$ cat src/hdl/dcos_pkg.sv
// constants shared by the current output scaler
// How it works
// - drive value below lower limit commands the span minimum current.
// - drive value above upper limit commands the span maximum current.
// - in between, minimum plus span difference times offset over limit difference.
// - output inhibited when upper minus lower limit is under 0.1 pu.
// - power-factor sources ignore the programmed limits on that channel.
// - each channel picks -1..1 mA, 4..20 mA or 0..1 mA on its own.
// - each channel is driven by the measured quantity its selection names.
// - limits are per-unit numbers on the same base as the measurements.
package dcos_pkg;
   localparam int NUM_CH = 4;
   localparam int NUM_SRC = 8;
   localparam int SRC_W = 3;
   // per-unit values are signed q3.12: 1 pu = 0x1000
   localparam logic signed [15:0] PU_ONE = 16'sh1000;
   localparam logic signed [16:0] MIN_LIMIT_GAP = 17'sh0019a;
   // currents in microamps, signed
   typedef enum logic [1:0] {
      DCOS_SPAN_PM1 = 2'h0,
      DCOS_SPAN_4_20 = 2'h1,
      DCOS_SPAN_0_1 = 2'h2
   } dcos_span_t;
   localparam logic signed [15:0] I_PM1_MIN = -16'sh03e8;
   localparam logic signed [15:0] I_PM1_MAX = 16'sh03e8;
   localparam logic signed [15:0] I_4_20_MIN = 16'sh0fa0;
   localparam logic signed [15:0] I_4_20_MAX = 16'sh4e20;
   localparam logic signed [15:0] I_0_1_MIN = 16'sh0000;
   localparam logic signed [15:0] I_0_1_MAX = 16'sh03e8;
   localparam int DIV_STEPS = 32;
   // register map: one 16-byte block per channel
   localparam logic [7:0] CH_STRIDE = 8'h10;
   localparam logic [3:0] OFS_LOWER = 4'h0;
   localparam logic [3:0] OFS_UPPER = 4'h4;
   localparam logic [3:0] OFS_CONFIG = 4'h8;
   localparam logic [3:0] OFS_STATUS = 4'hc;
   localparam int CFG_SRC_LSB = 0;
   localparam int CFG_SPAN_LSB = 4;
   localparam int STS_INHIBIT_BIT = 16;
   localparam int STS_PF_BIT = 17;
   localparam logic signed [15:0] RST_LOWER = 16'sh0000;
   localparam logic signed [15:0] RST_UPPER = 16'sh1000;
   localparam logic [SRC_W-1:0] RST_SRC = 3'h0;
   localparam logic [1:0] RST_SPAN = 2'h1;
   localparam logic [1:0] RESP_OKAY = 2'h0;
   localparam logic [1:0] RESP_SLVERR = 2'h2;
endpackage

$ cat src/hdl/dcos_scaler.sv
// current output scaler: per-channel clamp and linear map with axi4-lite settings
//
// The AXI4-Lite interface to the registers and the register offsets were left to the implementer.
`timescale 1ns/1ps
`default_nettype none
module dcos_scaler (
   input wire logic aclk,
   input wire logic aresetn,
   input wire logic [7:0] s_axi_awaddr,
   input wire logic s_axi_awvalid,
   output logic s_axi_awready,
   input wire logic [31:0] s_axi_wdata,
   input wire logic [3:0] s_axi_wstrb,
   input wire logic s_axi_wvalid,
   output logic s_axi_wready,
   output logic [1:0] s_axi_bresp,
   output logic s_axi_bvalid,
   input wire logic s_axi_bready,
   input wire logic [7:0] s_axi_araddr,
   input wire logic s_axi_arvalid,
   output logic s_axi_arready,
   output logic [31:0] s_axi_rdata,
   output logic [1:0] s_axi_rresp,
   output logic s_axi_rvalid,
   input wire logic s_axi_rready,
   input wire logic [dcos_pkg::NUM_SRC*16-1:0] meas_value,
   input wire logic [dcos_pkg::NUM_SRC-1:0] meas_is_pf,
   output logic [dcos_pkg::NUM_CH*16-1:0] drive_current
);
   import dcos_pkg::*;

   ////////////////////////////////////////////////////////////////////////////
   // settings and results

   logic signed [15:0] lower_drive_limit [NUM_CH];
   logic signed [15:0] upper_drive_limit [NUM_CH];
   logic [SRC_W-1:0] drive_value_select [NUM_CH];
   logic [1:0] current_span_select [NUM_CH];
   logic signed [15:0] out_current [NUM_CH];
   logic inhibited [NUM_CH];
   logic pf_active [NUM_CH];
   logic signed [15:0] next_lower [NUM_CH];
   logic signed [15:0] next_upper [NUM_CH];
   logic [SRC_W-1:0] next_select [NUM_CH];
   logic [1:0] next_span [NUM_CH];
   logic signed [15:0] next_out [NUM_CH];
   logic next_inhibited [NUM_CH];
   logic next_pf_active [NUM_CH];

   genvar g;
   generate
      for (g = 0; g < NUM_CH; g++) begin : g_out
         assign drive_current[g*16 +: 16] = out_current[g];
      end
   endgenerate

   function automatic logic [15:0] merge16(input logic [15:0] old, input logic [31:0] d, input logic [3:0] s);
      merge16 = {s[1] ? d[15:8] : old[15:8], s[0] ? d[7:0] : old[7:0]};
   endfunction

   ////////////////////////////////////////////////////////////////////////////
   // axi4-lite slave

   logic aw_held, w_held, next_aw_held, next_w_held;
   logic [7:0] waddr, next_waddr;
   logic [31:0] wdata, next_wdata;
   logic [3:0] wstrb, next_wstrb;
   logic [1:0] next_bresp, next_rresp;
   logic next_bvalid, next_rvalid;
   logic [31:0] next_rdata;
   logic [1:0] wch, rch;
   logic [3:0] wofs, rofs;
   logic wmapped, rmapped;

   assign s_axi_awready = !aw_held && !s_axi_bvalid;
   assign s_axi_wready = !w_held && !s_axi_bvalid;
   assign s_axi_arready = !s_axi_rvalid;
   assign wch = waddr[5:4];
   assign wofs = waddr[3:0];
   assign rch = s_axi_araddr[5:4];
   assign rofs = s_axi_araddr[3:0];
   assign wmapped = (waddr < 8'(NUM_CH) * CH_STRIDE) && (wofs != OFS_STATUS) && (wofs[1:0] == 2'h0);
   assign rmapped = (s_axi_araddr < 8'(NUM_CH) * CH_STRIDE) && (rofs[1:0] == 2'h0);

   ////////////////////////////////////////////////////////////////////////////
   // scaling engine, one channel at a time

   typedef enum logic [2:0] {
      DCOS_LOAD = 3'b001,
      DCOS_DIV = 3'b010,
      DCOS_STORE = 3'b100
   } dcos_state_t;

   dcos_state_t state, next_state;
   logic [1:0] ch, next_ch;
   logic signed [15:0] imin, next_imin;
   logic div_start, div_done;
   logic [31:0] div_numer, div_quot;
   logic [16:0] div_denom;
   logic signed [15:0] sel_x, sel_min, sel_max;
   logic signed [16:0] x_ext, lo_ext, hi_ext, gap, offset;
   logic [15:0] span_diff;
   logic sel_pf;

   always_comb begin
      // the channel's selection picks which measurement drives it
      sel_x = meas_value[drive_value_select[ch]*16 +: 16];
      sel_pf = meas_is_pf[drive_value_select[ch]];
      // span endpoints per channel; the unused code behaves as 0..1 mA
      case (current_span_select[ch])
         DCOS_SPAN_PM1: begin
            sel_min = I_PM1_MIN;
            sel_max = I_PM1_MAX;
         end
         DCOS_SPAN_4_20: begin
            sel_min = I_4_20_MIN;
            sel_max = I_4_20_MAX;
         end
         default: begin
            sel_min = I_0_1_MIN;
            sel_max = I_0_1_MAX;
         end
      endcase
      // power factor uses its natural -1..+1 pu range instead of the limits
      // limits and measurements share the q3.12 per-unit base
      lo_ext = sel_pf ? -17'(PU_ONE) : 17'(lower_drive_limit[ch]);
      hi_ext = sel_pf ? 17'(PU_ONE) : 17'(upper_drive_limit[ch]);
      x_ext = 17'(sel_x);
      gap = hi_ext - lo_ext;
      offset = x_ext - lo_ext;
      span_diff = 16'(sel_max - sel_min);
      // the product stays below 2^31: offset under 2^16, span under 2^15
      div_numer = 32'(offset[16:0]) * 32'(span_diff);
      div_denom = gap;
   end

   always_comb begin
      next_state = state;
      next_ch = ch;
      next_imin = imin;
      div_start = 1'b0;
      next_out = out_current;
      next_inhibited = inhibited;
      next_pf_active = pf_active;
      case (state)
         DCOS_LOAD: begin
            next_imin = sel_min;
            next_pf_active[ch] = sel_pf;
            next_inhibited[ch] = 1'b0;
            next_ch = ch + 2'h1;
            if (!sel_pf && gap < MIN_LIMIT_GAP) begin
               next_inhibited[ch] = 1'b1;
               next_out[ch] = sel_min;
            end else if (x_ext < lo_ext) begin
               next_out[ch] = sel_min;
            end else if (x_ext > hi_ext) begin
               next_out[ch] = sel_max;
            end else begin
               div_start = 1'b1;
               next_ch = ch;
               next_state = DCOS_DIV;
            end
         end
         DCOS_DIV: begin
            if (div_done) begin
               next_state = DCOS_STORE;
            end
         end
         DCOS_STORE: begin
            // quotient never exceeds the span difference since x is within limits
            next_out[ch] = imin + 16'(div_quot[15:0]);
            next_ch = ch + 2'h1;
            next_state = DCOS_LOAD;
         end
         default: begin
            next_state = DCOS_LOAD;
         end
      endcase
   end

   dcos_divider u_div (
      .aclk(aclk),
      .aresetn(aresetn),
      .start(div_start),
      .numer(div_numer),
      .denom(div_denom),
      .done(div_done),
      .quot(div_quot)
   );

   ////////////////////////////////////////////////////////////////////////////
   // register bus next state

   always_comb begin
      next_aw_held = aw_held;
      next_w_held = w_held;
      next_waddr = waddr;
      next_wdata = wdata;
      next_wstrb = wstrb;
      next_bvalid = s_axi_bvalid;
      next_bresp = s_axi_bresp;
      next_rvalid = s_axi_rvalid;
      next_rdata = s_axi_rdata;
      next_rresp = s_axi_rresp;
      next_lower = lower_drive_limit;
      next_upper = upper_drive_limit;
      next_select = drive_value_select;
      next_span = current_span_select;
      if (s_axi_awvalid && s_axi_awready) begin
         next_aw_held = 1'b1;
         next_waddr = s_axi_awaddr;
      end
      if (s_axi_wvalid && s_axi_wready) begin
         next_w_held = 1'b1;
         next_wdata = s_axi_wdata;
         next_wstrb = s_axi_wstrb;
      end
      if (s_axi_bvalid && s_axi_bready) begin
         next_bvalid = 1'b0;
      end
      // address and data may arrive in either order; commit once both are held
      if (aw_held && w_held) begin
         next_aw_held = 1'b0;
         next_w_held = 1'b0;
         next_bvalid = 1'b1;
         next_bresp = wmapped ? RESP_OKAY : RESP_SLVERR;
         if (wmapped) begin
            case (wofs)
               OFS_LOWER: next_lower[wch] = merge16(lower_drive_limit[wch], wdata, wstrb);
               OFS_UPPER: next_upper[wch] = merge16(upper_drive_limit[wch], wdata, wstrb);
               default: begin
                  if (wstrb[0]) begin
                     next_select[wch] = wdata[CFG_SRC_LSB +: SRC_W];
                     next_span[wch] = wdata[CFG_SPAN_LSB +: 2];
                  end
               end
            endcase
         end
      end
      if (s_axi_rvalid && s_axi_rready) begin
         next_rvalid = 1'b0;
      end
      if (s_axi_arvalid && s_axi_arready) begin
         next_rvalid = 1'b1;
         next_rresp = rmapped ? RESP_OKAY : RESP_SLVERR;
         next_rdata = 32'h00000000;
         if (rmapped) begin
            case (rofs)
               OFS_LOWER: next_rdata = 32'(unsigned'(lower_drive_limit[rch]));
               OFS_UPPER: next_rdata = 32'(unsigned'(upper_drive_limit[rch]));
               OFS_CONFIG: begin
                  next_rdata[CFG_SRC_LSB +: SRC_W] = drive_value_select[rch];
                  next_rdata[CFG_SPAN_LSB +: 2] = current_span_select[rch];
               end
               default: begin
                  next_rdata[15:0] = out_current[rch];
                  next_rdata[STS_INHIBIT_BIT] = inhibited[rch];
                  next_rdata[STS_PF_BIT] = pf_active[rch];
               end
            endcase
         end
      end
   end

   ////////////////////////////////////////////////////////////////////////////
   // registers

   always_ff @(posedge aclk) begin
      if (!aresetn) begin
         aw_held <= 1'b0;
         w_held <= 1'b0;
         waddr <= 8'h00;
         wdata <= 32'h00000000;
         wstrb <= 4'h0;
         s_axi_bvalid <= 1'b0;
         s_axi_bresp <= RESP_OKAY;
         s_axi_rvalid <= 1'b0;
         s_axi_rdata <= 32'h00000000;
         s_axi_rresp <= RESP_OKAY;
         state <= DCOS_LOAD;
         ch <= 2'h0;
         imin <= 16'sh0000;
         for (int i = 0; i < NUM_CH; i++) begin
            lower_drive_limit[i] <= RST_LOWER;
            upper_drive_limit[i] <= RST_UPPER;
            drive_value_select[i] <= RST_SRC;
            current_span_select[i] <= RST_SPAN;
            out_current[i] <= I_4_20_MIN;
            inhibited[i] <= 1'b0;
            pf_active[i] <= 1'b0;
         end
      end else begin
         aw_held <= next_aw_held;
         w_held <= next_w_held;
         waddr <= next_waddr;
         wdata <= next_wdata;
         wstrb <= next_wstrb;
         s_axi_bvalid <= next_bvalid;
         s_axi_bresp <= next_bresp;
         s_axi_rvalid <= next_rvalid;
         s_axi_rdata <= next_rdata;
         s_axi_rresp <= next_rresp;
         state <= next_state;
         ch <= next_ch;
         imin <= next_imin;
         lower_drive_limit <= next_lower;
         upper_drive_limit <= next_upper;
         drive_value_select <= next_select;
         current_span_select <= next_span;
         out_current <= next_out;
         inhibited <= next_inhibited;
         pf_active <= next_pf_active;
      end
   end
endmodule
`default_nettype wire

$ cat src/hdl/dcos_divider.sv
// unsigned restoring divider, one quotient bit per clock
`timescale 1ns/1ps
`default_nettype none
module dcos_divider (
   input wire logic aclk,
   input wire logic aresetn,
   input wire logic start,
   input wire logic [31:0] numer,
   input wire logic [16:0] denom,
   output logic done,
   output logic [31:0] quot
);
   import dcos_pkg::*;
   logic [5:0] count, next_count;
   logic [17:0] rem, next_rem;
   logic [31:0] next_quot;
   logic [16:0] den, next_den;
   logic busy, next_busy, next_done;
   logic [17:0] shifted;

   always_comb begin
      next_count = count;
      next_rem = rem;
      next_quot = quot;
      next_den = den;
      next_busy = busy;
      next_done = 1'b0;
      shifted = {rem[16:0], quot[31]};
      if (start) begin
         next_busy = 1'b1;
         next_count = 6'h00;
         next_rem = 18'h00000;
         next_quot = numer;
         next_den = denom;
      end else if (busy) begin
         // quotient bits shift in where numerator bits shift out
         if (shifted >= {1'b0, den}) begin
            next_rem = shifted - {1'b0, den};
            next_quot = {quot[30:0], 1'b1};
         end else begin
            next_rem = shifted;
            next_quot = {quot[30:0], 1'b0};
         end
         next_count = count + 6'h01;
         if (count == 6'(DIV_STEPS - 1)) begin
            next_busy = 1'b0;
            next_done = 1'b1;
         end
      end
   end

   always_ff @(posedge aclk) begin
      if (!aresetn) begin
         count <= 6'h00;
         rem <= 18'h00000;
         quot <= 32'h00000000;
         den <= 17'h00000;
         busy <= 1'b0;
         done <= 1'b0;
      end else begin
         count <= next_count;
         rem <= next_rem;
         quot <= next_quot;
         den <= next_den;
         busy <= next_busy;
         done <= next_done;
      end
   end
endmodule
`default_nettype wire

$ cat config.mk
export PLATFORM = sky130hd
export DESIGN_NAME = dcos_scaler
export DESIGN_NICKNAME = d
export VERILOG_FILES = /design/src/hdl/dcos_pkg.sv /design/src/hdl/dcos_scaler.sv /design/src/hdl/dcos_divider.sv
export SDC_FILE = /design/constraint.sdc
export NUM_CORES = 2
export LEC_CHECK = 0
export CORE_AREA = 3 3 222 224
export DETAILED_ROUTE_END_ITERATION = 10
export DIE_AREA = 0 0 225 227
export DONT_BUFFER_PORTS = 1
export PLACE_DENSITY = 0.82
export SYNTH_ARGS = -nofsm -noshare
export SYNTH_HDL_FRONTEND = slang
export SYNTH_SLANG_ARGS = --single-unit
$ cat constraint.sdc
create_clock -name aclk -period 11.55 [get_ports aclk]
set_clock_uncertainty 0.05 [all_clocks]
set_input_delay 2.31 -clock aclk [delete_from_list [all_inputs] [get_ports aclk]]
set_output_delay 2.31 -clock aclk [all_outputs]
set_load 0.02 [all_outputs]
==> results.toml <==
[status]
status = "finished clean"

[synth]
ys_warn_count = 0
synth_top_cell_by_area = "dfxtp_1"
yosysSeqAreaShare = 0.254
synth_common_cells = "525 x nor2_1, 352 x dfxtp_1, 274 x inv_1, 200 x nand2_1, 192 x ha_1"
synthXorXnorAreaFrac = 0.0246
yosysMostFrequentCell = "nor2_1"
synth_cell_types = 85
syn_area_per_cell_sq_um = 8.92
synth_top_family_by_area = "adder cells"
synth-adder-area-share = 0.198
ys_async_sr_fraction = 0
synth_top_area_frac = 0.254
synth_mux_area_frac = 0.167
synth_flop_cell = "dfxtp_1"
synth_area_leaders = "dfxtp_1 25%, mux4_2 11%, fa_1 11%"
syn-cell-area_sq_um = 27800
synth_cells = 3116
ys_seq_elements = 352
yosys.area_share.simple = 0.167
synth-compound-area-share = 0.120
synth-edff-count = 0

[pwr]
seqPwrFrac = 0.175
peakVddDrop_mv = 0.403
intPower_mw = 4.84
p_sw_frac = 0.460
clockPowerShare = 0.131
p_comb_frac = 0.694
p_per_area_nw_per_um2 = 305
leakage_nw = 12.2
power.switching_mw = 4.12

[routing]
via_per_inst = 6.35
firstDrtPassIters = 8
drtIter0Drc = 2437
vias = 23300
postRouteAntennaNets = 0
wire_per_inst_um = 22.4
finalWirelength_um = 82300
drc = 0

[setup_path]
critical_path_required_ns = 11.91
cp_common_cell = "fa_1"
cp-end-kind = "flip-flop"
cpMaxStageDelayCell = "xnor2_1"
criticalPathCategory = "input pin to flip-flop"
cp.arrival_ns = 11.19
crit_path_max_incr_delay_ns = 0.66
critPathMaxFanout = 21
cp-start-kind = "input pin"

[sta]
rsz0062_at_grt = "false"
slew_viol_final = 0
finalHoldViolations = 0
finalCriticalPeriod_ns = 10.83
fin_ws_ns = 0.721
worstMarginPinSlew_ns = 1.41
tns_ns = 0
fmax_mhz = 92.3
whs_ns = 0.408
relSlewSlack = 0.0484
setup_viol = 0
finalCritPeriodShare = 0.938

[global_routing]
grt_pass1_vias = 23200
grt_pass1_wl_um = 129000
antenna_found_initial = 3
grt_max_degree = 204
globalRouteOverflowTotal = 0
grt_use_total = 0.320

[job]
drv_cap = 0

[placed_design]
place_hpwl_um = 62300
gp_congestion = 0.934
place_area_sq_um = 28200
place_ws_ns = 0.104
placedCellCount = 3603
place.port_buffers = 0

[die]
rows = 80
die-area_sq_um = 51100
die_width_um = 225
core_area_sq_um = 47500
initial_core_util = 0.585
io_pins = 300
die-height_um = 227

[clock_tree]
clkSlewWorstSetupHoldPaths_ns = 0.06
h-tree-depth = 2
cts_sinks = 352
cts_buffers = 36
hold_buffers = 0
clk_latency_ns = 0.54
cts_tree = "yes"
root_buffer = "clkbuf_16"
cts.path.max_buffers = 3

[cells_and_area]
postLayoutCellArea_sq_um = 29300
area_growth_pct = 5.58
fin_cells = 3667
nFillCells = 3882
diodes = 0
seqCellArea_sq_um = 7050
finalNetCount = 3569
drive_gt1_frac = 0.113
multiInputGateArea_sq_um = 18900

[worst_hold_path]
hp-class = "flip-flop to flip-flop"
[metal layers]
metal	share of wire	vias up	wire length (um)	GRT usage
met5	0.00060	-	49	0
met4	0.054	6	4460	0.150
met3	0.089	254	7290	0.0589
met2	0.47	1199	38900	0.531
met1	0.38	11300	31600	0.410
li1	-	10500	-	-
[power groups by stage]
stage	logic, mW	registers [mW]	clock network (mW)
2_1_floorplan	4.74	1.52	0
3_3_place_gp	5.97	1.58	0
3_5_place_dp	6.12	1.59	0
4_1_cts	6.20	1.57	1.18
5_1_grt	6.95	1.59	1.23
6_report	6.21	1.57	1.17
[cell families after synthesis]
kind of cell,after synthesis
simple gates,1057
compound gates,525
buf+inv,472
flops,352
fa+ha+maj,347
mux,283
xor+xnor,78
other cells,2
[worst paths after layout]
kind                               startpoint             end  depth (start not counted)  slack (ns)
worst min-delay path                wdata[15]       wdata[15]                          2        0.41
worst max-delay path            meas_is_pf[0]  u_div.quot[31]                         35        0.72
worst min register to register      wdata[15]       wdata[15]                          2        0.41
worst max register to register          ch[0]  u_div.quot[31]                         35        0.92
[placed cells by master (no fill, tap or decap), types with 6 or more instances in the layout]
| master | Yosys | routed |
|---|---|---|
| a21o_1 | 20 | 20 |
| o21ai_0 | 132 | 131 |
| clkbuf_8 | 0 | 9 |
| fa_1 | 155 | 155 |
| nand4_1 | 13 | 13 |
| nand3_1 | 18 | 18 |
| a31oi_1 | 13 | 13 |
| mux2i_1 | 107 | 107 |
| mux4_2 | 140 | 140 |
| xor2_1 | 28 | 28 |
| a211oi_1 | 54 | 54 |
| dfxtp_1 | 352 | 348 |
| nor2b_1 | 14 | 14 |
| o21a_1 | 18 | 18 |
| or2_2 | 22 | 22 |
| buf_4 | 23 | 51 |
| a22oi_1 | 19 | 19 |
| a21oi_1 | 162 | 161 |
| a22o_1 | 16 | 16 |
| conb_1 | 2 | 18 |
| mux2_2 | 34 | 34 |
| nor2_1 | 525 | 525 |
| ha_1 | 192 | 192 |
| clkbuf_16 | 0 | 37 |
| nand2b_1 | 64 | 63 |
| or3_1 | 6 | 6 |
| o21bai_1 | 10 | 10 |
| o211ai_1 | 7 | 7 |
| a32oi_1 | 12 | 12 |
| nor3_1 | 154 | 154 |
| and2_1 | 8 | 8 |
| nand2_1 | 200 | 200 |
| xnor2_1 | 50 | 50 |
| o31ai_1 | 6 | 6 |
| and3_1 | 7 | 7 |
| inv_1 | 274 | 274 |
[stage by stage]
stage,utilization,total power [mW]
2_1_floorplan,-,6.26
3_3_place_gp,0.592,7.55
3_5_place_dp,0.592,7.71
4_1_cts,0.617,8.94
5_1_grt,0.617,9.77
6_report,0.617,8.96
[repair_timing]
item                                    in CTS  in global routing
endpoints found under the setup margin       0                  1
buffers inserted                             0                  1
resized for setup                            0                  1
[worst max-delay path: cells and delay by family]
family	cells	cell delay [ns]
AOI/OAI and AO/OA	14	2.62
buffers and inverters	7	1.12
xor gates and xnor gates	1	0.66
muxes	1	0.27
and+or+nand+nor	4	0.63
adders and majority gates	8	3.57
[area by class of cell]
class	count	share of cell area
flip-flops and latches	352	0.240
clock buffers	51	0.0364
inverters	277	0.0357
multi-input cells	2308	0.644
repair buffers	52	0.0137
well taps	615	0.0262
clock inverters	12	0.00371
[sequential cells by signal, indices dropped and copies added (netlist names), 3 cells and up, named ones only]
signal,flops
imin,3
drive_current,64
s_axi_rdata,18
upper_drive_limit,64
current_span_select,8
pf_active,4
u_div.den,17
waddr,8
lower_drive_limit,64
u_div.count,6
u_div.rem,17
drive_value_select,12
state,3
u_div.quot,32
wdata,16
(Power assumes the default switching activity.)
